==> src/rtl/line_status_map.vh <==
// Register offsets, field positions, reset values and timing constants of the status block
`ifndef LINE_STATUS_MAP_VH
`define LINE_STATUS_MAP_VH

// Clock rate of the master clock in kHz (40 MHz)
`define CLK_KHZ 40000

// Register offsets on the control interface
`define ADDR_ERROR_CONTROL 8'h13
`define ADDR_EVENT_MASK_A 8'h14
`define ADDR_EVENT_MASK_B 8'h15
`define ADDR_EDGE_SELECT 8'h16
`define ADDR_STATUS_A 8'h17
`define ADDR_STATUS_B 8'h18
`define ADDR_EVENTS_A 8'h19
`define ADDR_EVENTS_B 8'h1A
`define ADDR_COUNT_LOW 8'h1B
`define ADDR_COUNT_HIGH 8'h1C

// Reset values
`define MASK_RESET 8'hFF
`define EDGE_SELECT_RESET 8'h00
`define BYTE_ZERO 8'h00
`define COUNT_ZERO 16'h0000

// Status register A bit positions
`define BIT_EQUALIZER 7
`define BIT_ACTIVATE 6
`define BIT_DEACTIVATE 5
`define BIT_SEQ_SYNC 4
`define BIT_TX_CLOCK_LOSS 3
`define BIT_DRIVER_FAULT 2
`define BIT_ALARM 1
`define BIT_SIGNAL_LOSS 0

// Status register B fields
`define BIT_REMOTE_LOOP 5
`define ATTEN_MSB 4
`define ATTEN_LSB 0

// Events register B bit positions
`define BIT_AMPLITUDE_OVF 7
`define BIT_JITTER_OVF 6
`define BIT_JITTER_UDF 5
`define BIT_SEQ_ERROR 4
`define BIT_EXCESS_ZEROS 3
`define BIT_CODE_VIOLATION 2
`define BIT_ONE_SECOND 1
`define BIT_COUNT_OVF 0

// Error control register fields
`define ERR_SEL_MSB 3
`define ERR_SEL_LSB 2
`define BIT_COUNT_TRANSFER 0
`define ERR_SEL_SEQ 2'h0
`define ERR_SEL_EXZ 2'h1
`define ERR_SEL_CV 2'h2
`define ERR_SEL_BOTH 2'h3

// Code qualification times in ms
`define QUAL_SHORT_MS 40
`define QUAL_LONG_MS 5100
`define QUAL_WIDTH 28

// Qualification times in master clock cycles at 40 MHz: 40 ms and 5.1 s
`define QUAL_SHORT_CYCLES_DEF 28'h0186A00
`define QUAL_LONG_CYCLES_DEF 28'hC28CB00

// Transmit clock loss threshold in master clock cycles
`define TX_LOSS_CYCLES 7'h46
`define TX_LOSS_WIDTH 7

`endif

==> src/rtl/line_status_regs.v <==
// Line status, interrupt event and error count registers of the line interface

`include "line_status_map.vh"

// Qualification counts are parameters so a bench can shorten them
module line_status_regs #(
	parameter [`QUAL_WIDTH-1:0] QUAL_SHORT_CYCLES = `QUAL_SHORT_CYCLES_DEF, // 40 ms
	parameter [`QUAL_WIDTH-1:0] QUAL_LONG_CYCLES = `QUAL_LONG_CYCLES_DEF // 5.1 s
) (
	input wire i_clk, // Master clock, 40 MHz
	input wire i_nrst, // Asynchronous reset, active low
	input wire [7:0] i_addr, // Register address
	input wire i_rd, // Read strobe, one cycle
	input wire i_wr, // Write strobe, one cycle
	input wire [7:0] i_wdata, // Write data
	output wire [7:0] o_rdata, // Read data, valid the cycle after i_rd
	output wire o_int_req, // Interrupt request, active high
	output wire o_remote_loop_active, // Remote loopback running
	input wire i_auto_remote_loop_enable, // Longer qualification time when high
	input wire i_equalizer_out_of_range, // Equalizer out of range
	input wire i_activate_pattern_ok, // Activate pattern seen with low error rate
	input wire i_deactivate_pattern_ok, // Deactivate pattern seen with low error rate
	input wire i_test_sequence_locked, // Receiver locked to test sequence
	input wire i_transmit_clock_input, // Transmit clock pin, asynchronous
	input wire i_driver_short, // Line driver short circuit
	input wire i_alarm_indication, // Alarm indication signal received
	input wire i_signal_loss, // Loss of signal on the receive line
	input wire [4:0] i_line_attenuation_code, // Measured attenuation code
	input wire i_amplitude_overflow, // Waveform generator overflow pulse
	input wire i_jitter_overflow, // Jitter buffer overflow pulse
	input wire i_jitter_underflow, // Jitter buffer underflow pulse
	input wire i_sequence_logic_error, // Test sequence bit error pulse
	input wire i_excess_zeros, // Excess zeros pulse
	input wire i_code_violation, // Code violation pulse
	input wire i_one_second_tick // One second timer expiry pulse
);

	// Event edge detect: rising only, or any change when select is set
	// A set select bit adds the falling edge to the rising one
	function [7:0] edge_event;
		input [7:0] cur;
		input [7:0] prev;
		input [7:0] sel;
		begin
			edge_event = (cur & ~prev) | (sel & ~cur & prev);
		end
	endfunction

	// Control registers written by the host
	// Error control bit 0 is the transfer trigger, bits 3:2 the error type
	reg [7:0] error_control_reg; // Error select and transfer bit
	reg [7:0] event_mask_a_reg; // Masks for events A
	reg [7:0] event_mask_b_reg; // Masks for events B
	reg [7:0] edge_select_reg; // Edge select for events A

	// Status and event state
	reg [7:0] status_prev_reg; // Status A from the last cycle
	reg [7:0] events_a_reg; // Latched events A
	reg [7:0] events_a_next;
	reg [7:0] events_b_reg; // Latched events B
	reg [7:0] events_b_next;
	reg [7:0] rdata_reg; // Read data output
	reg [7:0] rdata_next;
	reg int_req_reg; // Interrupt request output
	reg remote_loop_reg; // Remote loopback state

	// Code qualification state
	reg [`QUAL_WIDTH-1:0] activate_cnt_reg; // Cycles with activate pattern
	reg [`QUAL_WIDTH-1:0] deactivate_cnt_reg; // Cycles with deactivate pattern
	reg activate_flag_reg; // Qualified activate code
	reg deactivate_flag_reg; // Qualified deactivate code
	reg activate_prev_reg; // Activate flag last cycle
	reg deactivate_prev_reg; // Deactivate flag last cycle

	// Transmit clock loss state
	reg tx_sync1_reg; // First synchroniser stage
	reg tx_sync2_reg; // Second synchroniser stage
	reg tx_sync3_reg; // Third synchroniser stage
	reg tx_level_reg; // Accepted transmit clock level
	reg [`TX_LOSS_WIDTH-1:0] tx_idle_cnt_reg; // Cycles since last toggle
	reg tx_loss_flag_reg; // Transmit clock lost

	// Error counter state
	reg [15:0] run_count_reg; // Running error counter
	reg [15:0] count_hold_reg; // Count bytes seen by the host
	reg transfer_prev_reg; // Transfer bit last cycle

	// Combinational helpers
	wire [`QUAL_WIDTH-1:0] qual_limit; // Qualification time in cycles
	wire [7:0] status_a; // Status register A
	wire [7:0] status_b; // Status register B
	wire [7:0] events_a_new; // Newly raised events A
	wire [7:0] events_b_new; // Newly raised events B
	wire read_events_a; // Host reads events A
	wire read_events_b; // Host reads events B
	wire [1:0] err_sel; // Counted error type
	wire transfer_rise; // Transfer bit went 0 to 1
	reg [1:0] err_inc; // Errors to count this cycle
	wire [16:0] count_sum; // Counter plus increment
	wire count_overflow; // Counter wrapped this cycle

	// Both code flags share one time base chosen by the auto loop input
	assign qual_limit = i_auto_remote_loop_enable ? QUAL_LONG_CYCLES
		: QUAL_SHORT_CYCLES;

	// Status A assembly, one source per bit
	// Real-time levels pass straight through; only the timed flags are registered
	assign status_a[`BIT_EQUALIZER] = i_equalizer_out_of_range;
	assign status_a[`BIT_ACTIVATE] = activate_flag_reg;
	assign status_a[`BIT_DEACTIVATE] = deactivate_flag_reg;
	assign status_a[`BIT_SEQ_SYNC] = i_test_sequence_locked;
	assign status_a[`BIT_TX_CLOCK_LOSS] = tx_loss_flag_reg;
	assign status_a[`BIT_DRIVER_FAULT] = i_driver_short;
	assign status_a[`BIT_ALARM] = i_alarm_indication;
	assign status_a[`BIT_SIGNAL_LOSS] = i_signal_loss;

	// Status B: reserved zero bits, loop state and attenuation
	assign status_b = {2'h0, remote_loop_reg, i_line_attenuation_code};

	// Events raised only where the mask bit is clear
	// Events B come from one-cycle pulses and take no edge select
	assign events_a_new = edge_event(status_a, status_prev_reg, edge_select_reg)
		& ~event_mask_a_reg;
	assign events_b_new = {i_amplitude_overflow, i_jitter_overflow, i_jitter_underflow,
		i_sequence_logic_error, i_excess_zeros, i_code_violation, i_one_second_tick,
		count_overflow} & ~event_mask_b_reg;

	// Event registers are cleared by a host read of their address
	assign read_events_a = i_rd && (i_addr == `ADDR_EVENTS_A);
	assign read_events_b = i_rd && (i_addr == `ADDR_EVENTS_B);

	// Read clears, but an event in the same cycle survives the clear
	always @* begin
		events_a_next = (events_a_reg & ~{8{read_events_a}}) | events_a_new;
		events_b_next = (events_b_reg & ~{8{read_events_b}}) | events_b_new;
	end

	// Error selection and counter arithmetic
	// The transfer acts on the rising edge of the register bit, so the
	// host must write the bit low again before the next transfer
	assign err_sel = error_control_reg[`ERR_SEL_MSB:`ERR_SEL_LSB];
	assign transfer_rise = error_control_reg[`BIT_COUNT_TRANSFER] && !transfer_prev_reg;

	// Pick the counted error type
	// Both errors in one cycle add two in the combined mode
	always @* begin
		case (err_sel)
			`ERR_SEL_SEQ: err_inc = {1'b0, i_sequence_logic_error};
			`ERR_SEL_EXZ: err_inc = {1'b0, i_excess_zeros};
			`ERR_SEL_CV: err_inc = {1'b0, i_code_violation};
			`ERR_SEL_BOTH: err_inc = {1'b0, i_code_violation} + {1'b0, i_excess_zeros};
			default: err_inc = 2'h0;
		endcase
	end

	// One bit wider so that a wrap shows up as an overflow event
	// No overflow is reported in the cycle the counter is zeroed
	assign count_sum = {1'b0, run_count_reg} + {15'h0000, err_inc};
	assign count_overflow = count_sum[16] && !transfer_rise;

	// Read data mux, unmapped addresses read zero
	// The read edge captures the value before the event clear lands
	always @* begin
		case (i_addr)
			`ADDR_ERROR_CONTROL: rdata_next = error_control_reg;
			`ADDR_EVENT_MASK_A: rdata_next = event_mask_a_reg;
			`ADDR_EVENT_MASK_B: rdata_next = event_mask_b_reg;
			`ADDR_EDGE_SELECT: rdata_next = edge_select_reg;
			`ADDR_STATUS_A: rdata_next = status_a;
			`ADDR_STATUS_B: rdata_next = status_b;
			`ADDR_EVENTS_A: rdata_next = events_a_reg;
			`ADDR_EVENTS_B: rdata_next = events_b_reg;
			`ADDR_COUNT_LOW: rdata_next = count_hold_reg[7:0];
			`ADDR_COUNT_HIGH: rdata_next = count_hold_reg[15:8];
			default: rdata_next = `BYTE_ZERO;
		endcase
	end

	// Host writes to control registers
	// Writes to read-only addresses leave every register unchanged
	always @(posedge i_clk or negedge i_nrst) begin
		if (!i_nrst) begin
			error_control_reg <= `BYTE_ZERO;
			event_mask_a_reg <= `MASK_RESET;
			event_mask_b_reg <= `MASK_RESET;
			edge_select_reg <= `EDGE_SELECT_RESET;
		end else if (i_wr) begin
			case (i_addr)
				`ADDR_ERROR_CONTROL: error_control_reg <= i_wdata;
				`ADDR_EVENT_MASK_A: event_mask_a_reg <= i_wdata;
				`ADDR_EVENT_MASK_B: event_mask_b_reg <= i_wdata;
				`ADDR_EDGE_SELECT: edge_select_reg <= i_wdata;
				default: error_control_reg <= error_control_reg;
			endcase
		end
	end

	// Event latches, read data and interrupt request
	// The request uses the next event values, so it rises with the event
	// bit and falls on the very read that clears the last one
	always @(posedge i_clk or negedge i_nrst) begin
		if (!i_nrst) begin
			status_prev_reg <= `BYTE_ZERO;
			events_a_reg <= `BYTE_ZERO;
			events_b_reg <= `BYTE_ZERO;
			rdata_reg <= `BYTE_ZERO;
			int_req_reg <= 1'b0;
		end else begin
			status_prev_reg <= status_a;
			events_a_reg <= events_a_next;
			events_b_reg <= events_b_next;
			if (i_rd) begin
				rdata_reg <= rdata_next;
			end
			int_req_reg <= (|events_a_next) || (|events_b_next);
		end
	end

	// Activate and deactivate code qualification timers
	// Each counter saturates at the limit while its pattern holds;
	// any break in the clean pattern starts the count again
	always @(posedge i_clk or negedge i_nrst) begin
		if (!i_nrst) begin
			activate_cnt_reg <= {`QUAL_WIDTH{1'b0}};
			deactivate_cnt_reg <= {`QUAL_WIDTH{1'b0}};
			activate_flag_reg <= 1'b0;
			deactivate_flag_reg <= 1'b0;
		end else begin
			// Flag drops as soon as the clean pattern is gone
			if (!i_activate_pattern_ok) begin
				activate_cnt_reg <= {`QUAL_WIDTH{1'b0}};
				activate_flag_reg <= 1'b0;
			end else if (activate_cnt_reg >= qual_limit) begin
				activate_flag_reg <= 1'b1;
			end else begin
				activate_cnt_reg <= activate_cnt_reg + 1'b1;
			end
			// Same qualification for the deactivate code
			if (!i_deactivate_pattern_ok) begin
				deactivate_cnt_reg <= {`QUAL_WIDTH{1'b0}};
				deactivate_flag_reg <= 1'b0;
			end else if (deactivate_cnt_reg >= qual_limit) begin
				deactivate_flag_reg <= 1'b1;
			end else begin
				deactivate_cnt_reg <= deactivate_cnt_reg + 1'b1;
			end
		end
	end

	// Remote loopback follows rising edges of the two code flags
	// A flag that stays high changes nothing after its rising edge
	always @(posedge i_clk or negedge i_nrst) begin
		if (!i_nrst) begin
			activate_prev_reg <= 1'b0;
			deactivate_prev_reg <= 1'b0;
			remote_loop_reg <= 1'b0;
		end else begin
			activate_prev_reg <= activate_flag_reg;
			deactivate_prev_reg <= deactivate_flag_reg;
			// Deactivate wins when both rise together
			if (deactivate_flag_reg && !deactivate_prev_reg) begin
				remote_loop_reg <= 1'b0;
			end else if (activate_flag_reg && !activate_prev_reg) begin
				remote_loop_reg <= 1'b1;
			end
		end
	end

	// Transmit clock synchroniser and idle counter
	// The pin is asynchronous: three stages guard against metastability,
	// and two agreeing stages filter a single short glitch
	// The idle counter stops once the loss flag is set, so it cannot wrap
	always @(posedge i_clk or negedge i_nrst) begin
		if (!i_nrst) begin
			tx_sync1_reg <= 1'b0;
			tx_sync2_reg <= 1'b0;
			tx_sync3_reg <= 1'b0;
			tx_level_reg <= 1'b0;
			tx_idle_cnt_reg <= {`TX_LOSS_WIDTH{1'b0}};
			tx_loss_flag_reg <= 1'b0;
		end else begin
			tx_sync1_reg <= i_transmit_clock_input;
			tx_sync2_reg <= tx_sync1_reg;
			tx_sync3_reg <= tx_sync2_reg;
			// A toggle counts once the last two stages agree on a new level
			if ((tx_sync2_reg == tx_sync3_reg) && (tx_sync3_reg != tx_level_reg)) begin
				tx_level_reg <= tx_sync3_reg;
				tx_idle_cnt_reg <= {`TX_LOSS_WIDTH{1'b0}};
				tx_loss_flag_reg <= 1'b0;
			end else if (tx_idle_cnt_reg > `TX_LOSS_CYCLES) begin
				tx_loss_flag_reg <= 1'b1;
			end else begin
				tx_idle_cnt_reg <= tx_idle_cnt_reg + 1'b1;
			end
		end
	end

	// Running error counter and transfer to the host bytes
	// The held bytes change only on a transfer, so the host can read low
	// and high bytes as one coherent value between transfers
	// Errors that arrive in the transfer cycle itself are not counted
	always @(posedge i_clk or negedge i_nrst) begin
		if (!i_nrst) begin
			run_count_reg <= `COUNT_ZERO;
			count_hold_reg <= `COUNT_ZERO;
			transfer_prev_reg <= 1'b0;
		end else begin
			transfer_prev_reg <= error_control_reg[`BIT_COUNT_TRANSFER];
			if (transfer_rise) begin
				count_hold_reg <= run_count_reg;
				run_count_reg <= `COUNT_ZERO;
			end else begin
				run_count_reg <= count_sum[15:0];
			end
		end
	end

	// Outputs come straight from flip-flops
	assign o_rdata = rdata_reg;
	assign o_int_req = int_req_reg;
	assign o_remote_loop_active = remote_loop_reg;

endmodule

==> config.mk <==
export PLATFORM = sky130hd
export DESIGN_NAME = line_status_regs
export DESIGN_NICKNAME = d
export VERILOG_FILES = /design/src/rtl/line_status_regs.v
export VERILOG_INCLUDE_DIRS = /design/src /design/src/rtl
export SDC_FILE = /design/constraint.sdc
export NUM_CORES = 1
export LEC_CHECK = 0
export ABC_AREA = 1
export BUFFER_PORTS_ARGS = -buffer_cell sky130_fd_sc_hd__clkbuf_2
export CORE_ASPECT_RATIO = 0.9
export CORE_MARGIN = 1.5
export CORE_UTILIZATION = 45
export DETAILED_ROUTE_END_ITERATION = 10
export PLACE_DENSITY = 0.65
export SYNTH_ARGS = -nofsm -noshare
export SYNTH_HDL_FRONTEND = slang
export SYNTH_SLANG_ARGS = --single-unit
==> constraint.sdc <==
create_clock -name i_clk -period 2.35 [get_ports i_clk]
set_input_delay 0.47 -clock i_clk [delete_from_list [all_inputs] [get_ports i_clk]]
set_output_delay 0.47 -clock i_clk [all_outputs]
set_load 0.02 [all_outputs]
==> impl_results.md <==
- Status: complete, but fails checks
- Failing checks: hold timing
- Area Overhead vs Synth: 13.1%
- Number of distinct library cells after synthesis: 38
- Top cells by area, synth: dfrtp_1, nand2_1, nand3_1, inv_1, nor2_1
- Hold Fails Final Rpt: 4
- Top cell type's share of synthesized area: 37.0%
- Storage cell area: 0.00425 mm2
- Peak supply drop: 0.523 mV
- NetSw: around 1.9 mW
- ANT cells: 0
- Post-synth ARST share: 100%
- First-pass DRT Iterations: 7
- Clock-pin transition on the worst setup and hold timing paths: 0.07 ns
- Post-synth top area cell: dfrtp_1
- Pwr Density: 586 mW/mm2
- Max-slew violation count: 0
- Wire per inst: ~14 um
- Final setup vio count: 0
- Sequential Power Share: 48.0%
- Fillers: 2249
- Worst Setup SP: error_control_reg[3]
- Worst slew margin: between 50% and 60%
- Clock Path Buffers: 2
- Hold Path Class: primary input to async pin
- R2R cell count: 17
- RD Place Congestion: 0.932
- CP endpoint kind: flop
- Count of flip-flops with a built-in enable after synthesis: 0
- Antenna viol nets, final: 0
- Total clock sinks: 169
- Syn Nets: approximately 1.6k
- CTS Buf Count: 17
- Post-DP Area: approximately 0.011 mm2
- Core area: 0.0225 mm2
- Combinational Power Share: 10.6%
- Flop-to-flop setup slack: 0.11 ns
- Initial antenna violation count: 0
- Mapped Cells: about 1.5k
- DRT iter0 DRCs: 680
- Final Cell Area: 0.0117 mm2
- Top_reg_cell synth: dfrtp_1
- Initial Utilization: 46.0%
- Final Non-Filler Cells: 1867
- Cell Rows: 52
- Drt drc: 0
- Clock insertion delay at the later pin of the skew report: roughly 0.42 ns
- First-pass GRT wire length: 44500 um
- Largest fanout on the critical path: 4
- Critical path type: flop to flop
- CP arrival: 2.60 ns
- Total Wirelength: 26100 um
- NumNets Final: 1622
- Sw frac: a little over a quarter
- Die W: ~160 um
- Vias in the first global route: 8938
- Multi-input logic area: 0.00519 mm2
- # port buffers: 50
- Area of the mapped netlist: 0.0104 mm2
- Internal Power: 5.00 mW
- Die height: 147 um
- R2r startpoint: error_control_reg[3]
- Count leader, synth: nand2_1
- Final worst-path cycle share: roughly 95%
- CTS tree: yes
- Maxcap violations: 0
- Full die area: 0.0239 mm2
- P_leak: 6.05 nW
- Synth cell count leaders: nand2_1, nand3_1, inv_1
- I/O Pins: between 50 and 60
- Clock network power share: between 40% and 50%
- CP startpoint kind: flop
- GRT Total Usage: 23.0%
- TNS Setup: 0 ns
- H-Tree Depth: 4
- Worst-Margin Slew: 0.660 ns
- Root Buffer: clkbuf_16
- Largest net degree at the start of global routing: 58
- Worst path required time: between 2 and 3 ns
- Placed Cells: 1832
- DR vias: 9515
- Ys Warns: 0
- Skew final: between 0.01 and 0.015 ns
- Achievable frequency: 0.446 GHz
- Vias per cell: 5.10
- Synthesized flop and latch total: 169
- Avg Cell Area, Syn: 6.95 um2
- Post-route minimum period: roughly 2.2 ns
- Share of cells above drive strength 1: 12.0%
- Min Hold Slack: -0.00417 ns
- Total gr overflow: 0
- Hpwl dp: 19400 um
- Seq/Total Area, Yosys: between 40% and 50%
## power groups by stage
stage                     Sequential [mW]  Combinational [mW]  Clock, mW
after floorplan                      3.30               0.450          0
after global placement               3.34               0.701          0
after detailed placement             3.34               0.721          0
after CTS                            3.29               0.727       2.90
after global routing                 3.32               0.852       3.02
final                                3.29               0.729       2.84
## routing by layer
metal  track usage (%)  vias up  share of wire [%]
met2              35.4      190                 44
met4              4.91        0                1.0
met5                 0        -                  0
met3              3.53       22                4.8
li1                  -     4843                  -
met1              34.2     4460                 50
## area by class of cell
type                    instances  share of cell area, %
clock buffers                  20                   3.81
clock inverters                12                   1.21
inverters                     183                   5.87
multi-input cells            1094                   44.3
flip-flops and latches        169                   36.3
well taps                     297                   3.17
repair buffers                 92                   5.31
## stage by stage
stage	setup WS (ns)	power (mW)	util (%)
final	0.110	6.86	52.0
after global routing	-0.0421	7.20	52.0
after CTS	0.0332	6.91	51.8
after detailed placement	-0.317	4.06	49.1
after global placement	-0.308	4.04	49.1
after floorplan	0.00884	3.75	-
## cell families after synthesis
group                    after synthesis  share of synthesized area, %
AND/OR/NAND/NOR                      930                          38.7
buffers and inverters                226                          9.33
flip-flops                           169                          41.0
AO/OA/AOI/OAI                        110                          5.44
XOR/XNOR                              30                          2.54
adder cells (fa/ha/maj)               24                          2.97
## path summary, 6_finish.rpt
check | end
setup / recovery | o_int_req
hold / removal | activate_cnt_reg[2]
setup reg to reg | o_int_req
hold reg to reg | tx_sync2_reg
max in group asynchronous | event_mask_b_reg[4]
min in group i_clk | tx_sync1_reg
## cells in the final DEF (no fill, tap or decap), types with 17 or more instances in the layout
cell / count
nand2_1: 485
nand3_1: 206
inv_1: 173
nor2_1: 166
dfrtp_1: 153
o21ai_0: 69
clkbuf_2: 49
buf_4: 38
a21oi_1: 32
xor2_1: 25
ha_1: 22
clkbuf_16: 17
## critical path: stages (launching register included)
cell and delay [ns]:
dfrtp_1 0.39, inv_2 0.07, nand2_1 0.05, nand2_1 0.05, o21ai_1 0.08, a21oi_2 0.15
ha_2 0.20, inv_2 0.04, fa_2 0.41, nor2_4 0.16, nand2_4 0.08, nor2_4 0.13
nand3_2 0.08, nand2_2 0.08, nor2_1 0.04, nand2_1 0.06, nor2_1 0.04, nand2_1 0.06
## what timing repair did
item,in CTS,in global routing
resized for setup,3,14
buffers inserted,1,2
setup endpoints to repair,3,5
gates cloned,0,0
pin swaps,3,6
hold buffers,0,0
(Power assumes the default switching activity.)
